[config.mk]
export PLATFORM = sky130hd
export DESIGN_NAME = clock_prescaler_rtc_tick
export DESIGN_NICKNAME = d
export VERILOG_FILES = /design/src/clkctl_pkg.sv /design/src/core_clk_div.sv /design/src/clock_prescaler_rtc_tick.sv
export VERILOG_INCLUDE_DIRS = /design/src
export SDC_FILE = /design/constraint.sdc
export NUM_CORES = 1
export LEC_CHECK = 0
export ABC_AREA = 1
export BUFFER_PORTS_ARGS = -buffer_cell sky130_fd_sc_hd__buf_2
export CORE_ASPECT_RATIO = 0.5
export CORE_MARGIN = 1
export CORE_UTILIZATION = 40
export CTS_CLUSTER_SIZE = 14
export DETAILED_ROUTE_END_ITERATION = 8
export PLACE_DENSITY = 0.66
export SYNTH_ARGS = -nofsm -noshare
export SYNTH_HDL_FRONTEND = slang
export SYNTH_HIERARCHICAL = 1
export SYNTH_SLANG_ARGS = --single-unit
[constraint.sdc]
create_clock -name SYS_CLK -period 1.91 [get_ports SYS_CLK]
set_input_delay 0.0955 -clock SYS_CLK [delete_from_list [all_inputs] [get_ports SYS_CLK]]
set_output_delay 0.0955 -clock SYS_CLK [all_outputs]
set_load 0.1 [all_outputs]
[src/clkctl_regs.svh]
// register map, field positions, reset values and counts of the clock controller
`ifndef CLKCTL_REGS_SVH
`define CLKCTL_REGS_SVH

// -----------------------------------------------------------------------------
// register index (byte address is four times the index)
// -----------------------------------------------------------------------------
`define CCS_INDEX        10'h02E
`define CCS_RESET        8'h00
`define CCS_WMASK        8'hFE
`define APB_ADDR_W       12
`define APB_RDATA_ZERO   32'h0000_0000

// -----------------------------------------------------------------------------
// field positions of clock_control_status
// -----------------------------------------------------------------------------
`define BIT_CLKOUT       7
`define FLD_DIV_HI       6
`define FLD_DIV_LO       5
`define BIT_SLOW         4
`define FLD_TB_HI        3
`define FLD_TB_LO        2
`define BIT_TIE          1
`define BIT_FLAG         0

// -----------------------------------------------------------------------------
// time-base periods in oscillator cycles
// -----------------------------------------------------------------------------
`define TB_PERIOD_00     18'h03E80
`define TB_PERIOD_01     18'h07D00
`define TB_PERIOD_10     18'h13880
`define TB_PERIOD_11     18'h30D40
`define TB_CNT_W         18

// -----------------------------------------------------------------------------
// slow-mode divider
// -----------------------------------------------------------------------------
`define DIV_CNT_W        4
`define DIV_MASK_2       4'h1
`define DIV_MASK_4       4'h3
`define DIV_MASK_8       4'h7
`define DIV_MASK_16      4'hF

`endif

[src/clkctl_pkg.sv]
// types shared by the clock controller files
package clkctl_pkg;

  // power modes, gray coded along run -> wait -> active halt -> halt
  typedef enum logic [1:0] {
    PM_RUN         = 2'h0,
    PM_WAIT        = 2'h1,
    PM_ACTIVE_HALT = 2'h3,
    PM_HALT        = 2'h2
  } pwr_mode_t;

  // clock_control_status layout, msb first
  typedef struct packed {
    logic       clock_out_enable;
    logic [1:0] slow_divider_select;
    logic       slow_speed_select;
    logic [1:0] period_select;
    logic       tick_irq_enable;
    logic       tick_flag;
  } ccs_t;

  // apb request from the master
  typedef struct packed {
    logic        psel;
    logic        penable;
    logic        pwrite;
    logic [11:0] paddr;
    logic [31:0] pwdata;
  } apb_req_t;

endpackage

[src/core_clk_div.sv]
// slow-mode divider producing the core clock enable
`timescale 1ns/1ps
`include "clkctl_regs.svh"

module core_clk_div (
  input  wire logic       clk,        // oscillator clock
  input  wire logic       rst,        // async reset, active high
  input  wire logic       ce,         // global clock enable
  input  wire logic       run,        // low stops the core clock
  input  wire logic       slow,       // slow mode select
  input  wire logic [1:0] div_sel,    // slow divider select
  output logic            core_en     // one-cycle core clock enable
);

  logic [`DIV_CNT_W-1:0] cnt_ff;
  logic [`DIV_CNT_W-1:0] div_mask;
  logic                  div_hit;
  logic                  nxt_core_en;

  // -----------------------------------------------------------------------------
  // divide selection
  // -----------------------------------------------------------------------------
  assign div_mask    = (div_sel == 2'h0) ? `DIV_MASK_2 :
                       (div_sel == 2'h1) ? `DIV_MASK_4 :
                       (div_sel == 2'h2) ? `DIV_MASK_8 : `DIV_MASK_16;
  assign div_hit     = (cnt_ff & div_mask) == div_mask;
  assign nxt_core_en = run & (~slow | div_hit);

  // free counter and registered enable
  always_ff @(posedge clk or posedge rst) begin
    if (rst) begin
      cnt_ff  <= '0;
      core_en <= 1'b0;
    end else if (ce) begin
      cnt_ff  <= cnt_ff + 1'b1;
      core_en <= nxt_core_en;
    end
  end

endmodule // core_clk_div

[src/clock_prescaler_rtc_tick.sv]
// main clock controller: core clock prescaler, clock-out select, time-base tick
//
// Contract
// - clock-out bit routes oscillator clock to pin
// - slow bit divides core clock by 2..16
// - period field picks 16000..200000 cycle period
// - new period applies after current period ends
// - period end sets flag; register read clears
// - interrupt while flag and enable both set
// - halt with enable set enters active halt unless auto-wake halt is selected
// - wait keeps counting; tick wakes from wait
// - active halt counts, registers frozen, tick wakes; the tick flag is still set by the time base here
// - halt freezes all; only other interrupts wake
// - reset clears the register to zero
// - prescaler, clock-out, time base run independently
`timescale 1ns/1ps
`include "clkctl_regs.svh"

module clock_prescaler_rtc_tick #(
  parameter logic [`TB_CNT_W-1:0] PERIOD_00 = `TB_PERIOD_00,  // cycles for code 00
  parameter logic [`TB_CNT_W-1:0] PERIOD_01 = `TB_PERIOD_01,  // cycles for code 01
  parameter logic [`TB_CNT_W-1:0] PERIOD_10 = `TB_PERIOD_10,  // cycles for code 10
  parameter logic [`TB_CNT_W-1:0] PERIOD_11 = `TB_PERIOD_11   // cycles for code 11
) (
  input  wire logic                  SYS_CLK,     // oscillator clock, 100 MHz
  input  wire logic                  RST,         // async reset, active high
  input  wire logic                  CE,          // clock enable, low freezes all
  input  wire logic                  PSEL,        // apb select
  input  wire logic                  PENABLE,     // apb enable
  input  wire logic                  PWRITE,      // apb direction
  input  wire logic [11:0]           PADDR,       // apb byte address
  input  wire logic [31:0]           PWDATA,      // apb write data
  output logic      [31:0]           PRDATA,      // apb read data
  output logic                       PREADY,      // apb ready
  output logic                       PSLVERR,     // apb error, unmapped address
  input  wire logic                  WAIT_REQ,    // core executed wait, pulse
  input  wire logic                  HALT_REQ,    // core executed halt, pulse
  input  wire logic                  AWU_SEL,     // halt request is auto-wake halt
  input  wire logic                  EXT_WAKE,    // other halt-exit interrupt, level
  output logic                       CORE_CLK_EN, // core clock enable pulse
  output logic                       CLKOUT_SEL,  // pin takes oscillator clock
  output logic                       TICK_IRQ,    // tick interrupt request
  output clkctl_pkg::pwr_mode_t      PWR_MODE     // current power mode
);

  import clkctl_pkg::*;

  // -----------------------------------------------------------------------------
  // declarations
  // -----------------------------------------------------------------------------
  apb_req_t                 req;
  ccs_t                     ccs_ff;
  ccs_t                     nxt_ccs;
  pwr_mode_t                mode_ff;
  pwr_mode_t                nxt_mode;
  logic [`TB_CNT_W-1:0]     tb_cnt_ff;
  logic [`TB_CNT_W-1:0]     nxt_tb_cnt;
  logic [`TB_CNT_W-1:0]     tb_len_ff;
  logic [`TB_CNT_W-1:0]     nxt_tb_len;
  logic [`TB_CNT_W-1:0]     sel_len;
  logic [31:0]              prdata_ff;
  logic [31:0]              nxt_prdata;
  logic                     pready_ff;
  logic                     pslverr_ff;
  logic                     irq_ff;
  logic                     clkout_ff;
  logic                     hit;
  logic                     setup;
  logic                     done;
  logic                     wr_ok;
  logic                     rd_clr;
  logic                     tb_end;
  logic                     tb_run;
  logic                     regs_live;
  logic                     core_run;
  logic                     core_en;
  logic [7:0]               wr_byte;
  logic [7:0]               ccs_bits;

  // -----------------------------------------------------------------------------
  // apb decode
  // -----------------------------------------------------------------------------
  // carry the bus inputs together
  assign req       = '{psel: PSEL, penable: PENABLE, pwrite: PWRITE,
                       paddr: PADDR, pwdata: PWDATA};
  assign hit       = (req.paddr[11:2] == `CCS_INDEX) & (req.paddr[1:0] == 2'h0);
  assign setup     = req.psel & ~req.penable;
  // access completes at the edge where pready is seen high
  assign done      = req.psel & req.penable & pready_ff;
  assign ccs_bits  = ccs_ff;
  assign wr_byte   = req.pwdata[7:0];
  // bus writes and read clears are ignored in both halt modes; the tick can still set the flag in active halt
  assign regs_live = (mode_ff == PM_RUN) | (mode_ff == PM_WAIT);
  assign wr_ok     = done & req.pwrite & hit & regs_live;
  // clear only a flag that the read actually returned, so a late set survives
  assign rd_clr    = done & ~req.pwrite & hit & regs_live & prdata_ff[`BIT_FLAG];
  // read data captured in the setup cycle, zero when unmapped
  assign nxt_prdata = (setup & ~req.pwrite & hit) ? {24'h00_0000, ccs_bits}
                                                  : `APB_RDATA_ZERO;

  // -----------------------------------------------------------------------------
  // time-base counter
  // -----------------------------------------------------------------------------
  // period lookup from the period field
  assign sel_len = (ccs_ff.period_select == 2'h0) ? PERIOD_00 :
                   (ccs_ff.period_select == 2'h1) ? PERIOD_01 :
                   (ccs_ff.period_select == 2'h2) ? PERIOD_10 : PERIOD_11;
  // counter stops only in full and auto-wake halt
  assign tb_run     = (mode_ff != PM_HALT);
  assign tb_end     = tb_run & (tb_cnt_ff == tb_len_ff - 1'b1);
  // wrap and restart every period, flag state does not matter
  assign nxt_tb_cnt = tb_end ? '0 : (tb_run ? tb_cnt_ff + 1'b1 : tb_cnt_ff);
  // the running length is only reloaded at a period boundary
  assign nxt_tb_len = tb_end ? sel_len : tb_len_ff;

  // -----------------------------------------------------------------------------
  // control/status register next value
  // -----------------------------------------------------------------------------
  always_comb begin
    nxt_ccs = ccs_ff;
    if (wr_ok) begin
      // flag bit is read only, writable bits under the mask
      nxt_ccs = ccs_t'((wr_byte & `CCS_WMASK) | (ccs_bits & ~`CCS_WMASK));
    end
    if (rd_clr) begin
      nxt_ccs.tick_flag = 1'b0;
    end
    if (tb_end) begin
      // hardware set wins over a read clear in the same cycle
      nxt_ccs.tick_flag = 1'b1;
    end
  end

  // -----------------------------------------------------------------------------
  // power mode sequencing
  // -----------------------------------------------------------------------------
  always_comb begin
    nxt_mode = mode_ff;
    unique case (mode_ff)
      PM_RUN: begin
        if (HALT_REQ & ccs_ff.tick_irq_enable & ~AWU_SEL) begin
          nxt_mode = PM_ACTIVE_HALT;
        end else if (HALT_REQ) begin
          nxt_mode = PM_HALT;
        end else if (WAIT_REQ) begin
          nxt_mode = PM_WAIT;
        end
      end
      PM_WAIT: begin
        if (irq_ff | EXT_WAKE) begin
          nxt_mode = PM_RUN;
        end
      end
      PM_ACTIVE_HALT: begin
        if (irq_ff | EXT_WAKE) begin
          nxt_mode = PM_RUN;
        end
      end
      PM_HALT: begin
        // the tick cannot end this mode, only another wake source
        if (EXT_WAKE) begin
          nxt_mode = PM_RUN;
        end
      end
    endcase
  end

  // core clock runs except in both halt modes
  assign core_run = regs_live;

  // -----------------------------------------------------------------------------
  // core clock prescaler
  // -----------------------------------------------------------------------------
  core_clk_div u_div (
    .clk     (SYS_CLK),
    .rst     (RST),
    .ce      (CE),
    .run     (core_run),
    .slow    (ccs_ff.slow_speed_select),
    .div_sel (ccs_ff.slow_divider_select),
    .core_en (core_en)
  );

  // -----------------------------------------------------------------------------
  // state registers
  // -----------------------------------------------------------------------------
  // control register and mode
  always_ff @(posedge SYS_CLK or posedge RST) begin
    if (RST) begin
      ccs_ff  <= ccs_t'(`CCS_RESET);
      mode_ff <= PM_RUN;
    end else if (CE) begin
      ccs_ff  <= nxt_ccs;
      mode_ff <= nxt_mode;
    end
  end

  // time-base counter, starts with the shortest period
  always_ff @(posedge SYS_CLK or posedge RST) begin
    if (RST) begin
      tb_cnt_ff <= '0;
      tb_len_ff <= PERIOD_00;
    end else if (CE) begin
      tb_cnt_ff <= nxt_tb_cnt;
      tb_len_ff <= nxt_tb_len;
    end
  end

  // apb answer: ready one cycle after setup, no wait state
  always_ff @(posedge SYS_CLK or posedge RST) begin
    if (RST) begin
      pready_ff  <= 1'b0;
      pslverr_ff <= 1'b0;
      prdata_ff  <= `APB_RDATA_ZERO;
    end else if (CE) begin
      pready_ff  <= setup;
      pslverr_ff <= setup & ~hit;
      prdata_ff  <= nxt_prdata;
    end
  end

  // interrupt and clock-out select outputs
  always_ff @(posedge SYS_CLK or posedge RST) begin
    if (RST) begin
      irq_ff    <= 1'b0;
      clkout_ff <= 1'b0;
    end else if (CE) begin
      irq_ff    <= nxt_ccs.tick_flag & nxt_ccs.tick_irq_enable;
      clkout_ff <= nxt_ccs.clock_out_enable;
    end
  end

  // -----------------------------------------------------------------------------
  // outputs
  // -----------------------------------------------------------------------------
  assign PRDATA      = prdata_ff;
  assign PREADY      = pready_ff;
  assign PSLVERR     = pslverr_ff;
  assign TICK_IRQ    = irq_ff;
  assign CLKOUT_SEL  = clkout_ff;
  assign CORE_CLK_EN = core_en;
  assign PWR_MODE    = mode_ff;

endmodule // clock_prescaler_rtc_tick

[Word level (Yosys, flattened, before mapping)]
Cells that the tools add are included.
Widths: inputs -> output; s select.
Storage, ports and cells
  bits in registers: 86
  bits of input ports: 54
  output and inout bits: 39
  logic and storage cells: 89
Operators by class
  $add $sub $neg: 3
  equality and inequality tests: 14
  multiplexer cells: 18
  bitwise gates (word level): 29
  reductions and logical operators: 10
Operator list (number)
  $mux 18: 5
  $and 1x1->1: 19
  $add 18x1->18 const B: 1
  $eq 18x18->1: 1
  $sub 18x1->18 const B: 1
  $mux 8: 2
  $mux 4: 3
  $eq 10x6->1 const B: 1
  $mux 2: 5
  $eq 2x2->1 const B: 4
  $logic_not 2->1: 4
  $or 8x1->8: 1
  $eq 2x1->1 const B: 3
  $pmux 2 s3: 1
  $reduce_and 2->1: 3
  $not 1->1: 5
  $add 4x1->4 const B: 1
  $and 4x4->4: 1
  $eq 4x4->1: 1
  $ne 2x2->1 const B: 2
  $ne 4x3->1 const B: 1
  $reduce_and 4->1: 1
  $or 1x1->1: 3
  $mux 1: 2
  3 further kinds: 3

[Depth between registers and ports, before layout]
  depth after elaboration: 9
  gate-level depth with buffers: 13

[Hierarchy]
Netlist, hierarchy kept.
By module, submodules not included
  clock_prescaler_rtc_tick: instances 1, cells an instance 425, area an instance 3021.6 µm², sequential area each 1181.1 µm²
  core_clk_div: instances 1, cells an instance 31, area an instance 254.0 µm², sequential area each 125.1 µm²

[Worst setup path before layout]
OpenSTA, ideal clock, no wires.
  path type: register to register
  start point: register mode_ff[0], in the netlist PWR_MODE[0]
  end point: register tb_cnt_ff[16]
  library setup time: 0.112 ns
  arrival: 1.946 ns
  setup slack: -0.148 ns
  stages on the path, launching flop included: 11
  path through: dfrtp_1 -> inv_1 -> nand2_1 -> nand2_2 -> nor2_1 -> nand2_1 -> nor2_2 -> nand2_1 -> xor2_1 -> nand2_1 -> inv_2
Between the ends
  word-level cells in the longest chain between the ends: 4
  elaborated cells between the ends (all ways): 5
  those cells by class: eq/ne: 1; mux: 1; bitwise: 1; reduce/logical: 2
RTL lines
  start: declaration: RTL line clock_prescaler_rtc_tick.sv:54  | pwr_mode_t mode_ff;
  start signal: assignment: RTL line clock_prescaler_rtc_tick.sv:194  | mode_ff <= nxt_mode;
  $ne 2x2->1 *: RTL line clock_prescaler_rtc_tick.sv:109  | assign tb_run = (mode_ff != PM_HALT);
  $and 1x1->1: RTL line clock_prescaler_rtc_tick.sv:110  | assign tb_end = tb_run & (tb_cnt_ff == tb_len_ff - 1'b1);
  $reduce_bool 2->1 (no source line)
  $reduce_and 2->1 (no source line)
  end signal: assignment: RTL line clock_prescaler_rtc_tick.sv:204  | tb_cnt_ff <= nxt_tb_cnt;
  end: declaration: RTL line clock_prescaler_rtc_tick.sv:56  | logic [`TB_CNT_W-1:0] tb_cnt_ff;
Mark *: on every way between the ends. The rest lies on a longest branch, timed or not.
A chain may end at the register's enable or synchronous reset.

[Worst setup path in the final report]
  start point: register tb_len_ff[7]
  end point: register tb_len_ff[8]
Between the ends
  word-level cells in the longest chain between the ends: 4
RTL lines
  start: declaration: RTL line clock_prescaler_rtc_tick.sv:58  | logic [`TB_CNT_W-1:0] tb_len_ff;
  start signal: assignment: RTL line clock_prescaler_rtc_tick.sv:205  | tb_len_ff <= nxt_tb_len;
  $sub 18x1->18: RTL line clock_prescaler_rtc_tick.sv:110
  $eq 18x18->1: RTL line clock_prescaler_rtc_tick.sv:110
  $and 1x1->1: RTL line clock_prescaler_rtc_tick.sv:110
  $reduce_and 2->1 (no source line)
No other way between the ends.

==> summary.md <==
| Metric | Value |
|---|---|
| Max-slew violation count | 0 |
| Failing checks | setup timing |
| Drt total wl | 6.91 mm |
| Most frequent cells after synthesis | nand2_1 (145), inv_1 (63), dfrtp_1 (48), nor2_1 (33), nand3_1 (26) |
| Port bufs | 43 |
| Layout cells sized above 1 | 25.4% |
| Worst slack, placed | -47.7 ps |
| Drc violations | 0 |
| Core area | 7620 µm² |
| CP Capture Type | flip-flop |
| Relative slew margins | 56.5% |
| Core Rows | 22 |
| Final net count | 571 |
| FF-to-FF path depth | 13 |
| Mean area per synthesized cell | 7.18 µm² |
| Vias in the first global route | 2526 |
| Post-synth top area share | 36.7% |
| # setup viols final | 3 |
| Die footprint | 8580 µm² |
| FF+latch count, synth | 52 |
| CTS buffer count | 5 |
| Maximum clock path buffer count | 2 |
| RSZ-0062 raised after global routing | yes |
| Crit start category | flip-flop |
| Period minus WS final | 1930 ps |
| Worst VDD drop | 383 µV |
| Crit Path Max Fanout | 7 |
| Critical Path Max Stage Delay | 550 ps |
| Max frequency | 518 MHz |
| Unique masters post-synth | 33 |
| Largest net degree at the start of global routing | 33 |
| FILL cells | 753 |
| Fin util | 50.4% |
| Mux contribution to synthesized area | 0% |
| Slew @ Worst Pin | 652 ps |
| Placed cell area | 3570 µm² |
| Number of cells on the critical path | 13 |
| Total power | 3.44 mW |
| Clk Latency, worst-skew pair | 300 ps |
| Congestion Overflow GR | 0 |
| Final RePlAce weighted congestion | 0.850 |
| CP cell instances | inv_2, ha_4, nand2_2, inv_2, nor2_1, nand2_1, nor2_2, nand2_1, nor2_2, nand4_4, buf_6, nand2_2, o21ai_2 |
| Hold WC Path Type | in -> reg |
| Root Buffer | clkbuf_16 |
| Antenna Nets Post-Route | 0 |
| Post-Synth XOR/XNOR Area | 2.41% |
| Max Cap Violations | 0 |
| YS warnings | 6 |
| Setup_tns | -31.5 ps |
| Sequential area share after synthesis | 39.9% |
| Initial antenna violation count | 0 |
| Cells after Synth | 456 |
| Synth Area in Simple Gates | 35.4% |
| CP required | 2100 ps |
| Die Y | 66.0 µm |
| Initial drt markers | 87 |
| Tot GR Track Use | 18.1% |
| Layout area overhead | 17.2% |
| Max stage delay cell, worst path | dfstp_2 |
| Vias per cell | 4.55 |
| Hold Crit Depth | 3 |
| Largest cells by area after synthesis | dfrtp_1 (37%), nand2_1 (17%), inv_1 (7.2%) |
| PD cells | 897 nW/µm² |
| Post-Syn Area | 3280 µm² |
| Period Utilization, post-route | 101% |
| Worst EP arrival | 2120 ps |
| Crit path kind | reg -> reg |
| IO Count | 93 |
| TritonRoute pass-1 iters | 4 |
| Number of synthesized flops with an enable pin | 0 |
| Ys async rst share | 100% |
| Initial Util | 43.0% |
| Setup Skew | 6.01 ps |
| Clock Pin Slew Worst Setup and Hold Paths | 70 ps |
| Status | finished with violations |
| Hold Fails Final Rpt | 0 |
| Routed WL per cell | 11.1 µm |
| CTS sink count | 52 |
| CP delay by family, top | simple AND/OR/NAND/NOR gates |
| Finished Cell Area | 3840 µm² |
| Largest family of logic cells by synthesized area | simple AND/OR/NAND/NOR gates |
| DP Wirelength | 5.17 mm |
| Synth Area in Compound Gates | 5.88% |
| First-pass GRT wire length | 12.0 mm |
| Htree depth | 2 |
| Count leader, synth | nand2_1 |
| Leak | 2.06 nW |
| Chip width | 130 µm |
| Diode count | 0 |
| Dominant synthesized flop cell | dfrtp_1 |
| Final worst setup slack | -20.2 ps |
| Adder-cell share of the synthesized area | 1.15% |
| Vias | 2834 |
| CP Buf/Inv Count | 3 |
| Largest area contributor in the netlist | dfrtp_1 |
| TritonCTS clock tree | done |
==> stage by stage <==
stage / cells / hold slack, ps
after floorplan: 479 / -126
after global placement: 611 / 19.6
after detailed placement: 611 / 20.3
after CTS: 621 / 37.5
after global routing: 623 / 64.3
final: 623 / 35.7
==> layout make-up <==
cell class              count  area [µm²]  share of cell area (%)
flip-flops and latches     52        1310                    34.1
well taps                 108         135                    3.52
clock buffers               5         125                    3.26
repair buffers             58         345                    8.99
multi-input cells         324        1630                    42.4
inverters                  73         274                    7.14
clock inverters             3        25.0                   0.652
==> per-layer routing <==
layer | vias to the layer above | global-route usage (%) | wire, µm
li1 | 1478 | - | -
met1 | 1264 | 25.5 | 3600
met2 | 82 | 28.5 | 2930
met3 | 10 | 2.51 | 280
met4 | 0 | 6.40 | 106
met5 | - | 0 | 0
==> what timing repair did <==
item                                    4_1_cts  5_1_grt
endpoints found under the setup margin       22       25
setup buffers                                 1        2
hold endpoints to repair                     31        0
pin swaps                                     4        5
hold buffers                                  1        0
resized for setup                             9       15
==> power by group <==
group / switching (mW) / internal (mW) / total (mW)
Sequential: 0.177 / 1.26 / 1.43
Clock: 0.429 / 0.496 / 0.925
Combinational: 0.817 / 0.270 / 1.09
Total: 1.42 / 2.02 / 3.44
==> layout by cell type, fill, tap and decap left out, types with 4 or more instances in the layout <==
cell type and n:
dfstp_2 4, buf_2 43, nand3_2 9, nand3_1 23, nor3_1 10, buf_4 11, o21ai_0 21, inv_1 59
dfrtp_1 46, a21oi_1 5, nor2_4 6, xor2_1 7, nand4_1 9, inv_2 14, clkbuf_16 5, nor2_1 30
nand2_2 16, nor2_2 6, nand2_1 138, conb_1 24
==> kinds of logic after synthesis <==
kind of cell    Yosys count
fa+ha+maj                 3
compound gates           34
flops                    52
simple gates            254
other cells               1
buf+inv                 103
xor+xnor                  9
==> final timing paths <==
path	startpoint	endpoint	slack (ps)
setup reg to reg	tb_len_ff[7]$_DFFE_PP1P_	tb_len_ff[8]$_DFFE_PP0P_	-20
hold reg to reg	u_div/cnt_ff[3]$_DFFE_PP0P_	u_div/cnt_ff[3]$_DFFE_PP0P_	480
setup / recovery	tb_len_ff[7]$_DFFE_PP1P_	tb_len_ff[8]$_DFFE_PP0P_	-20
min in group asynchronous	RST	u_div/core_en$_DFFE_PP0P_	250
hold / removal	PWDATA[5]	ccs_bits[5]$_DFFE_PP0P_	40
max in group asynchronous	RST	tb_cnt_ff[9]$_DFFE_PP0P_	840
==> sequential cells by signal (all words and copies together), names as in the netlist <==
signal	cells
CLKOUT_SEL	1
PRDATA	8
TICK_IRQ	1
PREADY	1
ccs_bits	7
tb_cnt_ff	18
u_div/cnt_ff	4
tb_len_ff	8
PWR_MODE	2
PSLVERR	1
u_div/core_en	1
==> worst reg2reg max path: stages (launching register included) <==
cell	delay [ps]
dfstp_2	550
inv_2	50
ha_4	210
nand2_2	70
inv_2	40
nor2_1	90
nand2_1	80
nor2_2	100
nand2_1	80
nor2_2	130
nand4_4	130
buf_6	180
nand2_2	60
o21ai_2	50
(Power assumes the default switching activity.)
